==> config.mk <==
export PLATFORM = sky130hd
export DESIGN_NAME = dfrs_top
export DESIGN_NICKNAME = d
export VERILOG_FILES = /design/src/dfrs_pkg.sv /design/src/dfrs_cls_if.sv /design/src/dfrs_top.sv /design/src/dfrs_classify.sv /design/src/dfrs_timer.sv
export VERILOG_INCLUDE_DIRS = /design/src /design/src/src
export SDC_FILE = /design/constraint.sdc
export NUM_CORES = 1
export LEC_CHECK = 0
export CORE_ASPECT_RATIO = 1.2
export CORE_MARGIN = 3
export CORE_UTILIZATION = 40
export CTS_BUF_LIST = sky130_fd_sc_hd__clkbuf_4
export CTS_CLUSTER_DIAMETER = 200
export DETAILED_ROUTE_END_ITERATION = 8
export DONT_BUFFER_PORTS = 1
export SLEW_MARGIN = 30
export SYNTH_ARGS = -nofsm -noshare
export SYNTH_HDL_FRONTEND = slang
export SYNTH_HIERARCHICAL = 1
export SYNTH_SLANG_ARGS = --single-unit
==> constraint.sdc <==
create_clock -name mclk -period 3.55 [get_ports mclk]
set_clock_uncertainty 0.2 [all_clocks]
set_input_delay 0.5325 -clock mclk [delete_from_list [all_inputs] [get_ports mclk]]
set_output_delay 0.5325 -clock mclk [all_outputs]
set_load 0.05 [all_outputs]
==> src/dfrs_map.svh <==
// Register offsets, field positions, reset values and timing counts
`ifndef DFRS_MAP_SVH
`define DFRS_MAP_SVH

// ------------------------------------------------------------
// Register offsets (byte addresses)
// ------------------------------------------------------------
`define DFRS_OFS_CTRL      8'h00
`define DFRS_OFS_STATUS    8'h04
`define DFRS_OFS_LASTF     8'h08
`define DFRS_OFS_DECEL     8'h0C
`define DFRS_OFS_BRKVEL    8'h10
`define DFRS_OFS_BRKDLY    8'h14
`define DFRS_OFS_RAMPTO    8'h18

// ------------------------------------------------------------
// Field positions
// ------------------------------------------------------------
`define DFRS_CTRL_BRKINT   0
`define DFRS_CTRL_RUN      1
`define DFRS_CTRL_CLR      2
`define DFRS_ST_PWR        3
`define DFRS_ST_BRK        4
`define DFRS_ST_WARN       5
`define DFRS_LF_FATAL      12
`define DFRS_LF_VALID      13

// ------------------------------------------------------------
// Reset values
// ------------------------------------------------------------
`define DFRS_RST_BRKINT    1'h1
`define DFRS_RST_DECEL     16'h0100
`define DFRS_RST_BRKVEL    16'h0010
`define DFRS_RST_BRKDLY    16'h0064
`define DFRS_RST_RAMPTO    16'h07D0

// ------------------------------------------------------------
// Timing: timer tick period and clock period
// ------------------------------------------------------------
`define DFRS_TICK_NS       1000
`define DFRS_CLK_NS        25
`define DFRS_TICK_CYC      (`DFRS_TICK_NS / `DFRS_CLK_NS)

`endif

==> src/dfrs_pkg.sv <==
// Types shared by the fault reaction sequencer
package dfrs_pkg;
   typedef enum logic [2:0] {
      ST_IDLE,
      ST_RAMP,
      ST_BRKWAIT,
      ST_FAULTED
   } dfrs_state_type;
endpackage

==> src/dfrs_cls_if.sv <==
// Fault code to class signals between top and classifier
`timescale 1ns/1ps
interface dfrs_cls_if;
   logic [7:0] code;
   logic [3:0] group;
   logic       fatal;
   logic       nonfatal;
   logic       warn;
   modport cls  (input code, output group, fatal, nonfatal, warn);
   modport user (output code, input group, fatal, nonfatal, warn);
endinterface

==> src/dfrs_top.sv <==
// Drive fault reaction sequencer with APB register file
`timescale 1ns/1ps
`include "dfrs_map.svh"
module dfrs_top
   import dfrs_pkg::*;
#(
   parameter int VW = 16
) (
   // Clock and reset
   input  wire logic          mclk,
   input  wire logic          rst,
   // APB slave
   input  wire logic          psel,
   input  wire logic          penable,
   input  wire logic          pwrite,
   input  wire logic [7:0]    paddr,
   input  wire logic [31:0]   pwdata,
   output logic [31:0]        prdata,
   output logic               pready,
   output logic               pslverr,
   // Fault detectors and speed feedback
   input  wire logic          fault_stb,
   input  wire logic [7:0]    fault_code,
   input  wire logic [VW-1:0] vel_mag,
   // Power stage and brake
   output logic               pwr_en,
   output logic               brake_apply,
   output logic               decel_active,
   output logic [15:0]        decel_limit
);
   // ------------------------------------------------------------
   // Registers and state
   // ------------------------------------------------------------
   dfrs_state_type state_r, state_nxt;
   logic        brkint_r, run_r, clr_r;
   logic [15:0] decel_r, brkvel_r, brkdly_r, rampto_r;
   logic        warn_r;
   logic [7:0]  warn_code_r;
   logic [7:0]  lf_code_r;
   logic [3:0]  lf_group_r;
   logic        lf_fatal_r, lf_valid_r;
   logic        pwr_r, brk_r, dec_r;
   logic [15:0] dlim_r;
   logic [31:0] prdata_r;
   logic        pready_r, pslverr_r;
   logic [5:0]  tick_cnt_r;

   // ------------------------------------------------------------
   // Classification
   // ------------------------------------------------------------
   dfrs_cls_if cls ();
   assign cls.code = fault_code;
   dfrs_classify u_cls (.c(cls));

   wire f_fatal = fault_stb && cls.fatal;
   wire f_nonf  = fault_stb && cls.nonfatal;
   wire f_warn  = fault_stb && cls.warn;

   // ------------------------------------------------------------
   // Timers
   // ------------------------------------------------------------
   wire tick = (tick_cnt_r == 6'(`DFRS_TICK_CYC - 1));
   wire enter_ramp = (state_r == ST_IDLE) && f_nonf && !f_fatal;
   wire below_thr  = (vel_mag < VW'(brkvel_r));
   wire ramp_done, brk_done;
   wire enter_brk  = (state_r == ST_RAMP) && !f_fatal && below_thr;

   dfrs_timer #(.W(16)) u_ramp_tmr (
      .mclk  (mclk),
      .rst   (rst),
      .start (enter_ramp),
      .stop  (state_r != ST_RAMP && !enter_ramp),
      .tick  (tick),
      .load  (rampto_r),
      .done  (ramp_done)
   );

   dfrs_timer #(.W(16)) u_brk_tmr (
      .mclk  (mclk),
      .rst   (rst),
      .start (enter_brk),
      .stop  (state_r != ST_BRKWAIT && !enter_brk),
      .tick  (tick),
      .load  (brkdly_r),
      .done  (brk_done)
   );

   // ------------------------------------------------------------
   // Reaction sequencer
   // ------------------------------------------------------------
   always_comb begin
      state_nxt = state_r;
      unique case (state_r)
         ST_IDLE: begin
            if (f_fatal)
               state_nxt = ST_FAULTED;
            else if (f_nonf)
               state_nxt = ST_RAMP;
         end
         ST_RAMP: begin
            if (f_fatal)
               state_nxt = ST_FAULTED;
            else if (below_thr)
               state_nxt = ST_BRKWAIT;
            else if (ramp_done)
               state_nxt = ST_FAULTED;
         end
         ST_BRKWAIT: begin
            if (f_fatal || brk_done)
               state_nxt = ST_FAULTED;
         end
         ST_FAULTED: begin
            if (clr_r && !fault_stb)
               state_nxt = ST_IDLE;
         end
      endcase
   end

   // Brake command: set only when brake control is internal, released on the faulted to idle return in either mode
   wire brk_set = brkint_r && (
                  (state_nxt == ST_FAULTED && state_r != ST_FAULTED) ||
                  (state_nxt == ST_BRKWAIT && state_r == ST_RAMP));
   wire brk_rel = (state_r == ST_FAULTED) && (state_nxt == ST_IDLE);
   // Clear request returns to 0 once the idle state is reached
   wire clr_done = (state_nxt == ST_IDLE) || (state_r == ST_IDLE);

   always_ff @(posedge mclk) begin
      if (rst) begin
         state_r    <= ST_IDLE;
         pwr_r      <= 1'b0;
         brk_r      <= 1'b0;
         dec_r      <= 1'b0;
         dlim_r     <= 16'h0000;
         tick_cnt_r <= 6'h00;
      end else begin
         state_r    <= state_nxt;
         tick_cnt_r <= tick ? 6'h00 : tick_cnt_r + 6'h01;
         pwr_r      <= (state_nxt == ST_IDLE) ? run_r :
                       (state_nxt != ST_FAULTED);
         if (brk_set)
            brk_r <= 1'b1;
         else if (brk_rel)
            brk_r <= 1'b0;
         dec_r  <= (state_nxt == ST_RAMP);
         dlim_r <= (state_nxt == ST_RAMP) ? decel_r : 16'h0000;
      end
   end

   // ------------------------------------------------------------
   // Fault and warning log
   // ------------------------------------------------------------
   always_ff @(posedge mclk) begin
      if (rst) begin
         lf_code_r   <= 8'h00;
         lf_group_r  <= 4'h0;
         lf_fatal_r  <= 1'b0;
         lf_valid_r  <= 1'b0;
         warn_r      <= 1'b0;
         warn_code_r <= 8'h00;
      end else begin
         if (fault_stb && !cls.warn) begin
            lf_code_r  <= fault_code;
            lf_group_r <= cls.group;
            lf_fatal_r <= cls.fatal;
            lf_valid_r <= 1'b1;
         end
         if (f_warn) begin
            warn_r      <= 1'b1;
            warn_code_r <= fault_code;
         end else if (brk_rel) begin
            warn_r <= 1'b0;
         end
      end
   end

   // ------------------------------------------------------------
   // APB slave
   // ------------------------------------------------------------
   wire setup  = psel && !penable;
   wire wr_acc = psel && penable && pwrite && pready_r;
   wire a_ctrl = (paddr == `DFRS_OFS_CTRL);
   wire a_stat = (paddr == `DFRS_OFS_STATUS);
   wire a_lf   = (paddr == `DFRS_OFS_LASTF);
   wire a_dec  = (paddr == `DFRS_OFS_DECEL);
   wire a_bv   = (paddr == `DFRS_OFS_BRKVEL);
   wire a_bd   = (paddr == `DFRS_OFS_BRKDLY);
   wire a_rt   = (paddr == `DFRS_OFS_RAMPTO);
   wire a_hit  = a_ctrl | a_stat | a_lf | a_dec | a_bv | a_bd | a_rt;

   wire [31:0] rd_ctrl = {29'h0, clr_r, run_r, brkint_r};
   wire [31:0] rd_stat = {16'h0, warn_code_r, 2'h0, warn_r, brk_r,
                          pwr_r, state_r};
   wire [31:0] rd_lf   = {18'h0, lf_valid_r, lf_fatal_r, lf_group_r,
                          lf_code_r};
   wire [31:0] rd_mux  = a_ctrl ? rd_ctrl :
                         a_stat ? rd_stat :
                         a_lf   ? rd_lf   :
                         a_dec  ? {16'h0, decel_r}  :
                         a_bv   ? {16'h0, brkvel_r} :
                         a_bd   ? {16'h0, brkdly_r} :
                         a_rt   ? {16'h0, rampto_r} : 32'h0;

   always_ff @(posedge mclk) begin
      if (rst) begin
         pready_r  <= 1'b0;
         pslverr_r <= 1'b0;
         prdata_r  <= 32'h0;
      end else begin
         pready_r  <= setup;
         pslverr_r <= setup && !a_hit;
         prdata_r  <= (setup && !pwrite) ? rd_mux : 32'h0;
      end
   end

   always_ff @(posedge mclk) begin
      if (rst) begin
         brkint_r <= `DFRS_RST_BRKINT;
         run_r    <= 1'b0;
         clr_r    <= 1'b0;
         decel_r  <= `DFRS_RST_DECEL;
         brkvel_r <= `DFRS_RST_BRKVEL;
         brkdly_r <= `DFRS_RST_BRKDLY;
         rampto_r <= `DFRS_RST_RAMPTO;
      end else begin
         if (wr_acc && a_ctrl) begin
            brkint_r <= pwdata[`DFRS_CTRL_BRKINT];
            run_r    <= pwdata[`DFRS_CTRL_RUN];
         end
         if (wr_acc && a_ctrl && pwdata[`DFRS_CTRL_CLR])
            clr_r <= 1'b1;
         else if (clr_done)
            clr_r <= 1'b0;
         if (wr_acc && a_dec)
            decel_r <= pwdata[15:0];
         if (wr_acc && a_bv)
            brkvel_r <= pwdata[15:0];
         if (wr_acc && a_bd)
            brkdly_r <= pwdata[15:0];
         if (wr_acc && a_rt)
            rampto_r <= pwdata[15:0];
      end
   end

   assign prdata       = prdata_r;
   assign pready       = pready_r;
   assign pslverr      = pslverr_r;
   assign pwr_en       = pwr_r;
   assign brake_apply  = brk_r;
   assign decel_active = dec_r;
   assign decel_limit  = dlim_r;

   // ------------------------------------------------------------
   // Checks
   // ------------------------------------------------------------
   chk_fatal_disable: assert property (
      @(posedge mclk) disable iff (rst)
      f_fatal |=> !pwr_en && state_r == ST_FAULTED)
      else $error("power stays on after fatal fault");
   chk_fatal_brake: assert property (
      @(posedge mclk) disable iff (rst)
      f_fatal && brkint_r && state_r != ST_FAULTED |=> brake_apply)
      else $error("brake not applied on fatal fault");
   chk_ext_brake: assert property (
      @(posedge mclk) disable iff (rst)
      !brkint_r && state_r != ST_FAULTED |=> $stable(brake_apply))
      else $error("brake moved under external control");
   chk_ramp_start: assert property (
      @(posedge mclk) disable iff (rst)
      enter_ramp |=> decel_active && decel_limit == decel_r && pwr_en)
      else $error("ramp not started on non-fatal fault");
   chk_brake_thr: assert property (
      @(posedge mclk) disable iff (rst)
      enter_brk |=> state_r == ST_BRKWAIT && brake_apply == brkint_r)
      else $error("brake not applied below threshold");
   chk_brake_wait: assert property (
      @(posedge mclk) disable iff (rst)
      state_r == ST_BRKWAIT && !brk_done && !f_fatal |=> pwr_en)
      else $error("power dropped before brake delay");
   chk_ramp_tmo: assert property (
      @(posedge mclk) disable iff (rst)
      state_r == ST_RAMP && ramp_done && !below_thr |=>
      !pwr_en && (brake_apply || !brkint_r))
      else $error("ramp timeout did not disable");
   chk_warn_only: assert property (
      @(posedge mclk) disable iff (rst)
      f_warn && state_r == ST_IDLE |=> state_r == ST_IDLE && warn_r)
      else $error("warning started a reaction");
   chk_fatal_abort: assert property (
      @(posedge mclk) disable iff (rst)
      state_r == ST_RAMP && f_fatal |=> !decel_active && !pwr_en)
      else $error("ramp not aborted by fatal fault");
   chk_class_excl: assert property (
      @(posedge mclk) disable iff (rst)
      fault_stb |-> $onehot({cls.fatal, cls.nonfatal, cls.warn}))
      else $error("fault code has no single class");
   chk_fault_hold: assert property (
      @(posedge mclk) disable iff (rst)
      state_r == ST_FAULTED |-> !pwr_en && !decel_active)
      else $error("power or ramp active while faulted");
   chk_ramp_hold: assert property (
      @(posedge mclk) disable iff (rst)
      state_r == ST_RAMP |-> decel_active && pwr_en)
      else $error("ramp state without ramp outputs");
   chk_limit_idle: assert property (
      @(posedge mclk) disable iff (rst)
      state_r != ST_RAMP |-> !decel_active && decel_limit == 16'h0000)
      else $error("ramp outputs active outside ramp");
   chk_nf_ext_brake: assert property (
      @(posedge mclk) disable iff (rst)
      enter_brk && !brkint_r |=> !brake_apply)
      else $error("brake driven under external control");
   chk_wait_abort: assert property (
      @(posedge mclk) disable iff (rst)
      state_r == ST_BRKWAIT && f_fatal |=> state_r == ST_FAULTED && !pwr_en)
      else $error("brake wait not aborted by fatal fault");
   chk_log_entry: assert property (
      @(posedge mclk) disable iff (rst)
      fault_stb && !cls.warn |=>
      lf_valid_r && lf_code_r == $past(fault_code))
      else $error("fault not logged");
   chk_warn_code: assert property (
      @(posedge mclk) disable iff (rst)
      f_warn |=> warn_code_r == $past(fault_code))
      else $error("warning code not logged");
   chk_clear_return: assert property (
      @(posedge mclk) disable iff (rst)
      clr_r && state_r == ST_IDLE && !(wr_acc && a_ctrl) |=> !clr_r)
      else $error("clear request not returned to 0");
endmodule

==> src/dfrs_classify.sv <==
// Status code classifier: group and severity of each fault code
`timescale 1ns/1ps
module dfrs_classify
   import dfrs_pkg::*;
(
   // Code in, class out
   dfrs_cls_if.cls c
);
   always_comb begin
      c.group    = 4'h0;
      c.fatal    = 1'b0;
      c.nonfatal = 1'b0;
      c.warn     = 1'b0;
      unique case (c.code) inside
         8'h3D, 8'h49, 8'h4D: begin
            c.group = 4'h1; c.fatal = 1'b1; end
         8'h3A: begin c.group = 4'h2; c.fatal = 1'b1; end
         8'h3C, 8'h46: begin
            c.group = 4'h3; c.fatal = 1'b1; end
         8'h1A: begin c.group = 4'h4; c.nonfatal = 1'b1; end
         8'h4B: begin c.group = 4'h5; c.nonfatal = 1'b1; end
         8'h5E: begin c.group = 4'h5; c.fatal = 1'b1; end
         8'h4C: begin c.group = 4'h6; c.nonfatal = 1'b1; end
         8'h48, 8'h53, 8'h54, 8'h6A, 8'h6E: begin
            c.group = 4'h7; c.fatal = 1'b1; end
         8'h51, 8'h52: begin
            c.group = 4'h7; c.nonfatal = 1'b1; end
         8'h4A: begin c.group = 4'h8; c.fatal = 1'b1; end
         8'h40, 8'h42, 8'h43, 8'h44, 8'h47: begin
            c.group = 4'h9; c.fatal = 1'b1; end
         8'hA8, 8'h0D, 8'h7B: begin
            c.group = 4'hA; c.fatal = 1'b1; end
         8'h0C: begin c.group = 4'hA; c.nonfatal = 1'b1; end
         8'h05, 8'hB8, 8'hB9, 8'hBB, 8'hBC: begin
            c.group = 4'hB; c.fatal = 1'b1; end
         8'h06: begin c.group = 4'hB; c.nonfatal = 1'b1; end
         8'h45, 8'h3B: begin
            c.group = 4'hC; c.nonfatal = 1'b1; end
         8'h78, 8'h7A, [8'h7F:8'h83], [8'h90:8'hA6]: begin
            c.group = 4'hD; c.fatal = 1'b1; end
         8'h56: begin c.group = 4'hE; c.fatal = 1'b1; end
         8'h60, 8'h61: begin
            c.group = 4'hE; c.nonfatal = 1'b1; end
         8'h18, 8'h19, 8'h1D, 8'h20, 8'h26, 8'h28, 8'h2D, 8'h2E,
         8'h0F: begin
            c.group = 4'hF; c.fatal = 1'b1; end
         8'h41, 8'h5F: c.warn = 1'b1;
         default: c.fatal = 1'b1;
      endcase
   end
endmodule

==> src/dfrs_timer.sv <==
// Tick driven one-shot down counter
`timescale 1ns/1ps
module dfrs_timer #(
   parameter int W = 16
) (
   // Clock and reset
   input  wire logic         mclk,
   input  wire logic         rst,
   // Control
   input  wire logic         start,
   input  wire logic         stop,
   input  wire logic         tick,
   input  wire logic [W-1:0] load,
   // Status
   output logic              done
);
   logic [W-1:0] cnt_r;
   logic         run_r;

   assign done = run_r && (cnt_r == '0);

   always_ff @(posedge mclk) begin
      if (rst || stop) begin
         run_r <= 1'b0;
         cnt_r <= '0;
      end else if (start) begin
         run_r <= 1'b1;
         cnt_r <= load;
      end else if (run_r && tick && cnt_r != '0) begin
         cnt_r <= cnt_r - 1'b1;
      end
   end
endmodule

==> results of run 1 <==
-- flip-flops by register name (all words and copies together) (netlist names), 3 cells and up --
signal            count
u_brk_tmr/cnt_r      16
lf_group_r            4
rampto_r             16
state_r               3
u_ramp_tmr/cnt_r     16
tick_cnt_r            6
brkdly_r             16
prdata               16
decel_r              16
lf_code_r             8
decel_limit          16
brkvel_r             16
warn_code_r           8
-- where the power goes --
| part | internal [uW] | switching (uW) |
|---|---|---|
| Clock | 386 | 807 |
| Combinational | 122 | 221 |
| Sequential | 1930 | 54.0 |
| Total | 2440 | 1080 |
-- worst paths after layout --
check / startpoint / depth (start not counted) / slack [ps] / end
worst max-delay path: brkvel_r[15] / 11 / 490 / u_brk_tmr/cnt_r[4]
worst min-delay path: rst / 4 / 50 / u_brk_tmr/cnt_r[12]
worst max register to register: brkvel_r[15] / 11 / 490 / u_brk_tmr/cnt_r[4]
worst min register to register: decel_r[1] / 2 / 260 / decel_limit[1]
-- per-layer routing --
layer | vias to the layer above | track usage | wire length [um]
met5 | - | 0 | 0
met4 | 0 | 0.0830 | 835
met3 | 46 | 0.0540 | 1520
met2 | 224 | 0.380 | 13100
met1 | 3687 | 0.254 | 10400
li1 | 3738 | - | -
-- synth_stat cells, types with 10 or more instances --
library cell	number
a22oi_1	14
o21ai_0	62
mux2i_1	38
nor2_1	105
dfxtp_1	170
nand4_1	13
inv_1	42
xnor2_1	21
nand2b_1	10
buf_4	18
nor2b_1	19
nand3_1	42
nor3_1	21
nand2_1	146
buf_2	21
ha_1	18
clkbuf_1	31
a21oi_1	111
-- timing repair --
item / CTS / global route
endpoints found under the setup margin: 0 / 0
hold endpoints to repair: 120 / 0
setup buffers: 0 / 0
hold buffers: 37 / 0
-- logic make-up after synthesis --
family / count (synthesis) / share of synthesized area
simple gates: 435 / 0.258
compound gates: 256 / 0.178
flops: 170 / 0.392
buf+inv: 122 / 0.0708
mux: 38 / 0.0439
xor+xnor: 30 / 0.0303
fa+ha+maj: 18 / 0.0260
other cells: 1 / 0.000432
-- metrics by stage --
step / utilization / instance area [sq um] / cells / hold slack (ps)
5_1_grt: 0.448 / 9470 / 1366 / 26.2
6_report: 0.448 / 9470 / 1366 / 45.4
3_3_place_gp: 0.415 / 8770 / 1295 / 228
4_1_cts: 0.448 / 9460 / 1364 / 23.3
3_5_place_dp: 0.415 / 8770 / 1295 / 242
2_1_floorplan: - / 8730 / 1085 / 218
-- worst reg2reg max path, stage by stage, from the launching register on --
cell and delay [ps]:
dfxtp_1 400, inv_1 70, ha_1 300, nand4_1 210, nor3_1 90, nor4_1 330, buf_4 200, nand3_1 120
nor2_1 370, inv_2 290, o21ai_0 320, a31oi_1 60
-- cell usage in the layout, fill, tap and decap left out, types with 19 or more instances in the layout --
master,Yosys,final
xnor2_1,21,21
o21ai_0,62,62
dfxtp_1,170,170
inv_1,42,42
nand3_1,42,42
mux2i_1,38,38
nor3_1,21,20
nor2b_1,19,19
nand2_1,146,146
dlygate4sd3_1,0,36
nor2_1,105,105
a21oi_1,111,111
-- area by class of cell --
type,instances,area (sq um),share of cell area
sequential,170,3400,0.359
timing repair buffer,55,523,0.0552
tap,270,338,0.0357
multi-input combinational,793,4730,0.500
inverter,44,165,0.0174
clock buffer,17,128,0.0135
clock inverter,15,176,0.0186
antenna,2,5.00,0.000529
==> results.py, run 1 <==
metrics = {
    "power_and_ir_drop": {
        "ir_drop_uv": 194,
        "leakagePower_uw": 0.00315,
        "power_uw": 3520,
        "power-per-cell-area_nw_per_um2": 372,
    },
    "sta": {
        "fin_crit_sh": 0.861,
        "fin_crit_ps": 3060,
        "rsz0062_at_grt": "no",
        "relSlewSlack": 0.474,
        "setup_slack_ps": 495,
        "tightest_slew_ps": 788,
        "hold_viol_final": 0,
        "setup_viol": 0,
        "fmax_ghz": 0.327,
        "drv_slew": 0,
        "timing.setup.tns_ps": 0,
    },
    "worst_setup_path": {
        "endpoint_kind": "register",
        "start_kind": "register",
        "crit_slowest_cell": "dfxtp_1",
        "slowest_delay_ps": 400,
        "crit_path_max_fanout": 27,
        "critPathBufInv": 3,
        "path_cells": "inv_1 -> ha_1 -> nand4_1 -> nor3_1 -> nor4_1 -> buf_4 -> nand3_1 -> nor2_1 -> inv_2 -> o21ai_0 -> a31oi_1",
        "crit_type": "reg -> reg",
        "arrival_ps": 3330,
        "worstPathRequired_ps": 3830,
        "path_delay_family": "simple AND/OR/NAND/NOR gates",
    },
    "synthesis": {
        "syn-mean-instance-area_sq_um": 8.10,
        "yosysUniqueCellTypes": 84,
        "synth-seq-area-share": 0.392,
        "syn_inst": 1070,
        "ys_async_sr_fraction": 0,
        "yosys.area.top_type_share": 0.392,
        "synth_edf_count": 0,
        "synth_seq_cells": 170,
        "syn_area_sq_um": 8670,
        "synthFlopType": "dfxtp_1",
        "synth_area_leaders": "dfxtp_1 39%, a21oi_1 6.4%, nand2_1 6.3%",
        "yosysTopAreaCell": "dfxtp_1",
        "yosysWarningCount": 6,
    },
    "routing": {
        "vias_per_cell": 5.63,
        "drt_wl_total_mm": 25.9,
        "drt_iter0_markers": 592,
        "drt-pass1-iter-count": 5,
        "ant_nets": 0,
        "vias": 7695,
        "avgRoutedWirePerCell_um": 18.9,
        "remaining_drc_errors": 0,
    },
    "clocking": {
        "cts_resized": 0,
        "cts_buffers": 17,
        "insertion_delay_ps": 600,
        "path_clk_slew_ps": 170,
        "root_buffer": "clkbuf_4",
        "clockBufferDepth": 2,
        "cts_tree": "yes",
        "ctsHtreeMaxLevel": 4,
        "cts.sinks": 170,
    },
    "floorplan": {
        "ios": 123,
        "dieArea_sq_um": 23500,
        "core-area_sq_um": 21100,
        "die_y_um": 167,
        "start_util": 0.411,
        "rows": 58,
        "die_w_um": 140,
    },
    "place": {
        "place_worst_setup_slack_ps": 294,
        "gp_congestion": 0.887,
        "portBuffers": 0,
        "dpl.hpwl_mm": 18.5,
    },
    "outcome": {
        "status": "finished clean",
    },
    "global_routing": {
        "grt_pass1_wl_mm": 40.4,
        "grt_start_max_net_pins": 90,
        "antenna_found_initial": 2,
        "grt_overflow": 0,
        "grt_util_all_layers": 0.217,
        "first_global_vias": 7225,
    },
    "min_path": {
        "hp-class": "in -> reg",
    },
    "job": {
        "maxCapViolCount": 0,
    },
    "layout": {
        "area_growth_pct": 9.19,
        "drive_gt1_frac": 0.0750,
        "fillers": 2079,
        "nets": 1169,
    },
}
No activity file was read; power rests on OpenSTA's default activity.
==> inputs of run 2 (changes only) <==
CORE_UTILIZATION = 52   (was 40)
PLACE_DENSITY = 0.67   (was unset)
==> run 2 against run 1 <==
Compared with the run above: first-iteration DRC count rose by 6.8%; combinational power barely moved; sequential share of layout area rose by 0.34 points; critical path type unchanged.
==> results.py, run 2 (synthesized netlist as in run 1, its figures left out) <==
metrics = {
    "routing": {
        "drt_wl_total_mm": 24.6,
        "avgRoutedWirePerCell_um": 18.8,
        "vias_per_cell": 5.90,
        "remaining_drc_errors": 0,
        "drt_iter0_markers": 632,
        "top_layer_used": "met4",
        "ant_nets": 0,
        "vias": 7711,
        "route.met3.wl_mm": 1.50,
        "drt-pass1-iter-count": 6,
        "wl_met2_mm": 11.9,
        "wl_met1_mm": 10.3,
    },
    "power_and_ir_drop": {
        "p_comb_frac": 0.097,
        "power-per-cell-area_nw_per_um2": 373,
        "power_uw": 3490,
        "p_sw_uw": 1040,
        "p_int_uw": 2450,
        "ir_drop_uv": 206,
        "p_clk_frac": 0.335,
        "seq_power_share": 0.568,
        "leakagePower_uw": 0.00315,
        "swShare": 0.299,
    },
    "sta": {
        "timing.setup.tns_ps": 0,
        "tightest_slew_ps": 783,
        "fmax_ghz": 0.304,
        "hold-worst-slack_ps": 86.2,
        "fin_crit_ps": 3290,
        "setup_viol": 0,
        "rsz0062_at_grt": "no",
        "drv_slew": 0,
        "fin_crit_sh": 0.926,
        "relSlewSlack": 0.477,
        "hold_viol_final": 0,
    },
    "layout": {
        "final_cell_mix": "170 x dfxtp_1, 146 x nand2_1, 111 x a21oi_1",
        "final_common_cell": "dfxtp_1",
        "final_cell_count_no_fill": 1306,
        "postLayoutCellArea_sq_um": 9380,
        "area_growth_pct": 8.17,
        "nets": 1167,
        "drive_gt1_frac": 0.0751,
    },
    "clocking": {
        "insertion_delay_ps": 590,
        "clockBufferDepth": 2,
        "root_buffer": "clkbuf_4",
        "cts.sinks": 170,
        "cts_tree": "yes",
        "path_clk_slew_ps": 160,
        "ctsHtreeMaxLevel": 4,
        "cts_buffers": 17,
    },
    "global_routing": {
        "grt_util_all_layers": 0.272,
        "antenna_found_initial": 2,
        "grt_overflow": 0,
        "first_global_vias": 7196,
        "grt_start_max_net_pins": 89,
        "grt_pass1_wl_mm": 38.6,
    },
    "worst_setup_path": {
        "endpoint_kind": "register",
        "path_delay_family": "compound AO/OA/AOI/OAI gates",
        "crit_type": "reg -> reg",
        "regToRegStartpoint": "brkvel_r[1]",
        "arrival_ps": 3590,
        "critPathBufInv": 1,
        "crit_slowest_cell": "a32oi_1",
        "crit_start": "brkvel_r[1]",
        "start_kind": "register",
        "path_cells": "inv_1 -> ha_1 -> a2111o_1 -> a32oi_1 -> nand3_1 -> nor3b_1 -> o21bai_1 -> nor2_2 -> o21ai_0 -> a31oi_1",
        "worstPathRequired_ps": 3860,
        "crit_path_max_fanout": 14,
        "slowest_delay_ps": 460,
    },
    "job": {
        "maxCapViolCount": 0,
    },
    "floorplan": {
        "ios": 123,
        "rows": 51,
        "core-area_sq_um": 16300,
        "start_util": 0.533,
        "dieArea_sq_um": 18300,
        "die_y_um": 147,
        "die_w_um": 124,
    },
    "place": {
        "dpl.hpwl_mm": 17.5,
        "dp_cells": 1235,
        "gp_congestion": 0.874,
        "portBuffers": 0,
        "dpl_cell_area_sq_um": 8680,
    },
    "outcome": {
        "status": "finished clean",
    },
    "min_path": {
        "hold_start": "rst",
        "hp-class": "in -> reg",
    },
}
## run 2: final cells by class
class | count | area [sq um]
Clock buffer | 18 | 135
Antenna cell | 2 | 5.00
Sequential cell | 170 | 3400
Inverter | 44 | 165
Multi-Input combinational cell | 793 | 4730
Timing Repair Buffer | 53 | 508
Tap cell | 212 | 265
Clock inverter | 14 | 171
Fill cell | 1547 | 6890
## run 2: metrics by stage
| stage | setup slack (ps) | utilization |
|---|---|---|
| finish | 264 | 0.576 |
| global route | 54.6 | 0.576 |
| CTS | 11.9 | 0.575 |
| detailed placement | -41.0 | 0.533 |
| global placement | 0.329 | 0.533 |
| floorplan | 473 | - |
## run 2: final timing paths
path	to	slack, ps	cells past startpoint
hold / removal	u_ramp_tmr/cnt_r[6]	90	4
setup / recovery	u_brk_tmr/cnt_r[4]	260	10
setup reg to reg	u_brk_tmr/cnt_r[4]	260	10
hold reg to reg	decel_limit[1]	250	2
## run 2: metal layers
layer,vias up,GRT usage
met5,-,0
met2,274,0.440
met3,52,0.0498
met1,3642,0.349
li1,3743,-
met4,0,0.126
## run 2: worst reg2reg max path: stages (launching register included)
cell      delay [ps]
dfxtp_1          380
inv_1             80
ha_1             280
a2111o_1         360
a32oi_1          460
nand3_1          210
nor3b_1          250
o21bai_1         180
nor2_2           460
o21ai_0          190
a31oi_1          160
## run 2: power by group through the flow
| stage | clock network (uW) | logic (uW) | registers, uW |
|---|---|---|---|
| after floorplan | 0 | 273 | 2010 |
| after global placement | 0 | 261 | 2030 |
| after detailed placement | 0 | 264 | 2030 |
| after CTS | 1190 | 335 | 1980 |
| after global routing | 1270 | 373 | 1990 |
| final | 1170 | 340 | 1980 |
## run 2: repair_timing
action                                 CTS  global route
gates resized for setup                  0             1
setup endpoints to repair                0            14
hold buffers                            36             1
setup buffers                            0             0
endpoints found under the hold margin  112             4
==> inputs of run 3 (changes only) <==
REMOVE_ABC_BUFFERS = 1   (was unset)
==> run 3 against run 2 <==
Compared with the run above: sequential cell count stayed put; sequential share of layout area is 0.11 points lower; non-clock buffer count is 8 higher; fmax is 10% higher; worst hold slack worse by 70 ps; largest power group unchanged; highest routed layer unchanged.
==> results.py, run 3 (synthesized netlist as in run 1, its figures left out) <==
metrics = {
    "worst_setup_path": {
        "slowest_delay_ps": 650,
        "endpoint_kind": "register",
        "path_delay_family": "simple AND/OR/NAND/NOR gates",
        "critPathBufInv": 2,
        "worstPathRequired_ps": 3850,
        "path_cells": "inv_1 -> ha_1 -> or4b_2 -> nor4_4 -> and2_1 -> a21boi_0 -> o22ai_1 -> a31oi_1 -> o211ai_2 -> buf_4 -> nor2_1",
        "arrival_ps": 3280,
        "crit_type": "reg -> reg",
        "crit_path_max_fanout": 10,
        "start_kind": "register",
        "crit_slowest_cell": "or4b_2",
    },
    "sta": {
        "setup_viol": 0,
        "setup_slack_ps": 576,
        "drv_slew": 0,
        "fin_crit_sh": 0.838,
        "rsz0062_at_grt": "no",
        "fin_crit_ps": 2970,
        "hold_viol_final": 0,
        "timing.setup.tns_ps": 0,
        "relSlewSlack": 0.492,
        "hold-worst-slack_ps": 16.6,
        "tightest_slew_ps": 759,
        "fmax_ghz": 0.336,
    },
    "routing": {
        "avgRoutedWirePerCell_um": 18.8,
        "vias": 7713,
        "ant_nets": 0,
        "remaining_drc_errors": 0,
        "drt_wl_total_mm": 24.7,
        "drt_iter0_markers": 651,
        "vias_per_cell": 5.88,
        "drt-pass1-iter-count": 5,
    },
    "floorplan": {
        "die_w_um": 124,
        "die_y_um": 147,
        "rows": 51,
        "start_util": 0.533,
        "ios": 123,
        "core-area_sq_um": 16300,
        "dieArea_sq_um": 18300,
    },
    "layout": {
        "final_cell_count_no_fill": 1312,
        "final_cell_mix": "170 x dfxtp_1, 146 x nand2_1, 111 x a21oi_1",
        "final_core_util": 0.578,
        "multi_input_area_sq_um": 4730,
        "fillers": 1543,
        "regArea_sq_um": 3400,
        "drive_gt1_frac": 0.0783,
        "final_common_cell": "dfxtp_1",
        "nets": 1175,
        "area_growth_pct": 8.48,
    },
    "clocking": {
        "cts.sinks": 170,
        "cts_buffers": 17,
        "path_clk_slew_ps": 150,
        "cts_resized": 0,
        "ctsHtreeMaxLevel": 4,
        "cts_tree": "yes",
        "insertion_delay_ps": 590,
        "root_buffer": "clkbuf_4",
        "clockBufferDepth": 2,
    },
    "global_routing": {
        "grt_start_max_net_pins": 89,
        "first_global_vias": 7290,
        "antenna_found_initial": 1,
        "grt_overflow": 0,
        "grt_util_all_layers": 0.272,
        "grt_pass1_wl_mm": 38.7,
    },
    "power_and_ir_drop": {
        "p_clk_frac": 0.318,
        "power-per-cell-area_nw_per_um2": 363,
        "ir_drop_uv": 177,
        "p_int_uw": 2420,
        "seq_power_share": 0.580,
        "swShare": 0.293,
        "p_comb_frac": 0.101,
        "leakagePower_uw": 0.00314,
        "p_sw_uw": 1000,
    },
    "place": {
        "portBuffers": 0,
        "dp_cells": 1241,
        "gp_congestion": 0.866,
        "place_worst_setup_slack_ps": 247,
        "dpl.hpwl_mm": 17.4,
    },
    "outcome": {
        "status": "finished clean",
    },
    "min_path": {
        "hp-class": "in -> reg",
    },
    "job": {
        "maxCapViolCount": 0,
    },
}
[run 3: changes by cell type in the layout (fill, tap and decap cells not counted), sizes merged]
cell         change
buf              +6
clkbuf           -1
clkinv           -1
clkinvlp         +3
diode            -1
dlygate4sd3      +2
inv              -2
[run 3: layer usage]
metal,global-route usage,wire [um],up-vias
li1,-,-,3756
met3,0.0501,1420,59
met2,0.451,12100,265
met1,0.345,10300,3633
met4,0.116,940,0
met5,0,0,-
[run 3: per-stage QoR]
stage / area [sq um] / total power, uW
after floorplan: 8280 / 2220
after global placement: 8720 / 2300
after detailed placement: 8720 / 2300
after CTS: 9390 / 3420
after global routing: 9410 / 3550
final: 9410 / 3420
[run 3: cell type report]
cell class,instances,share of cell area
multi-input combinational,793,0.503
sequential,170,0.362
timing repair buffer,61,0.0609
tap,212,0.0282
inverter,44,0.0176
clock inverter,14,0.0149
clock buffer,17,0.0136
antenna,1,0.000266
[run 3: power groups by stage]
stage,logic (uW),registers [uW],clock network [uW]
after floorplan,206,2020,0
final,347,1980,1090
after detailed placement,272,2020,0
after global routing,378,1990,1180
after CTS,340,1980,1100
after global placement,272,2020,0
[run 3: what timing repair did]
action | 4_1_cts | 5_1_grt
endpoints found under the hold margin | 106 | 2
buffers inserted | 0 | 0
hold buffers | 38 | 1
setup endpoints to repair | 0 | 0
[run 3: path summary, 6_finish.rpt]
kind	from	to	slack, ps	depth (start not counted)
worst max-delay path	u_ramp_tmr/cnt_r[0]	decel_limit[12]	580	11
worst min register to register	decel_r[13]	decel_limit[13]	260	2
worst max register to register	u_ramp_tmr/cnt_r[0]	decel_limit[12]	580	11
worst min-delay path	fault_code[3]	lf_group_r[1]	20	4
[run 3: tightest hold or removal path: stages]
cell	delay (ps)
nand3b_1	60
nand4_1	70
nand2_1	70
a21oi_1	50
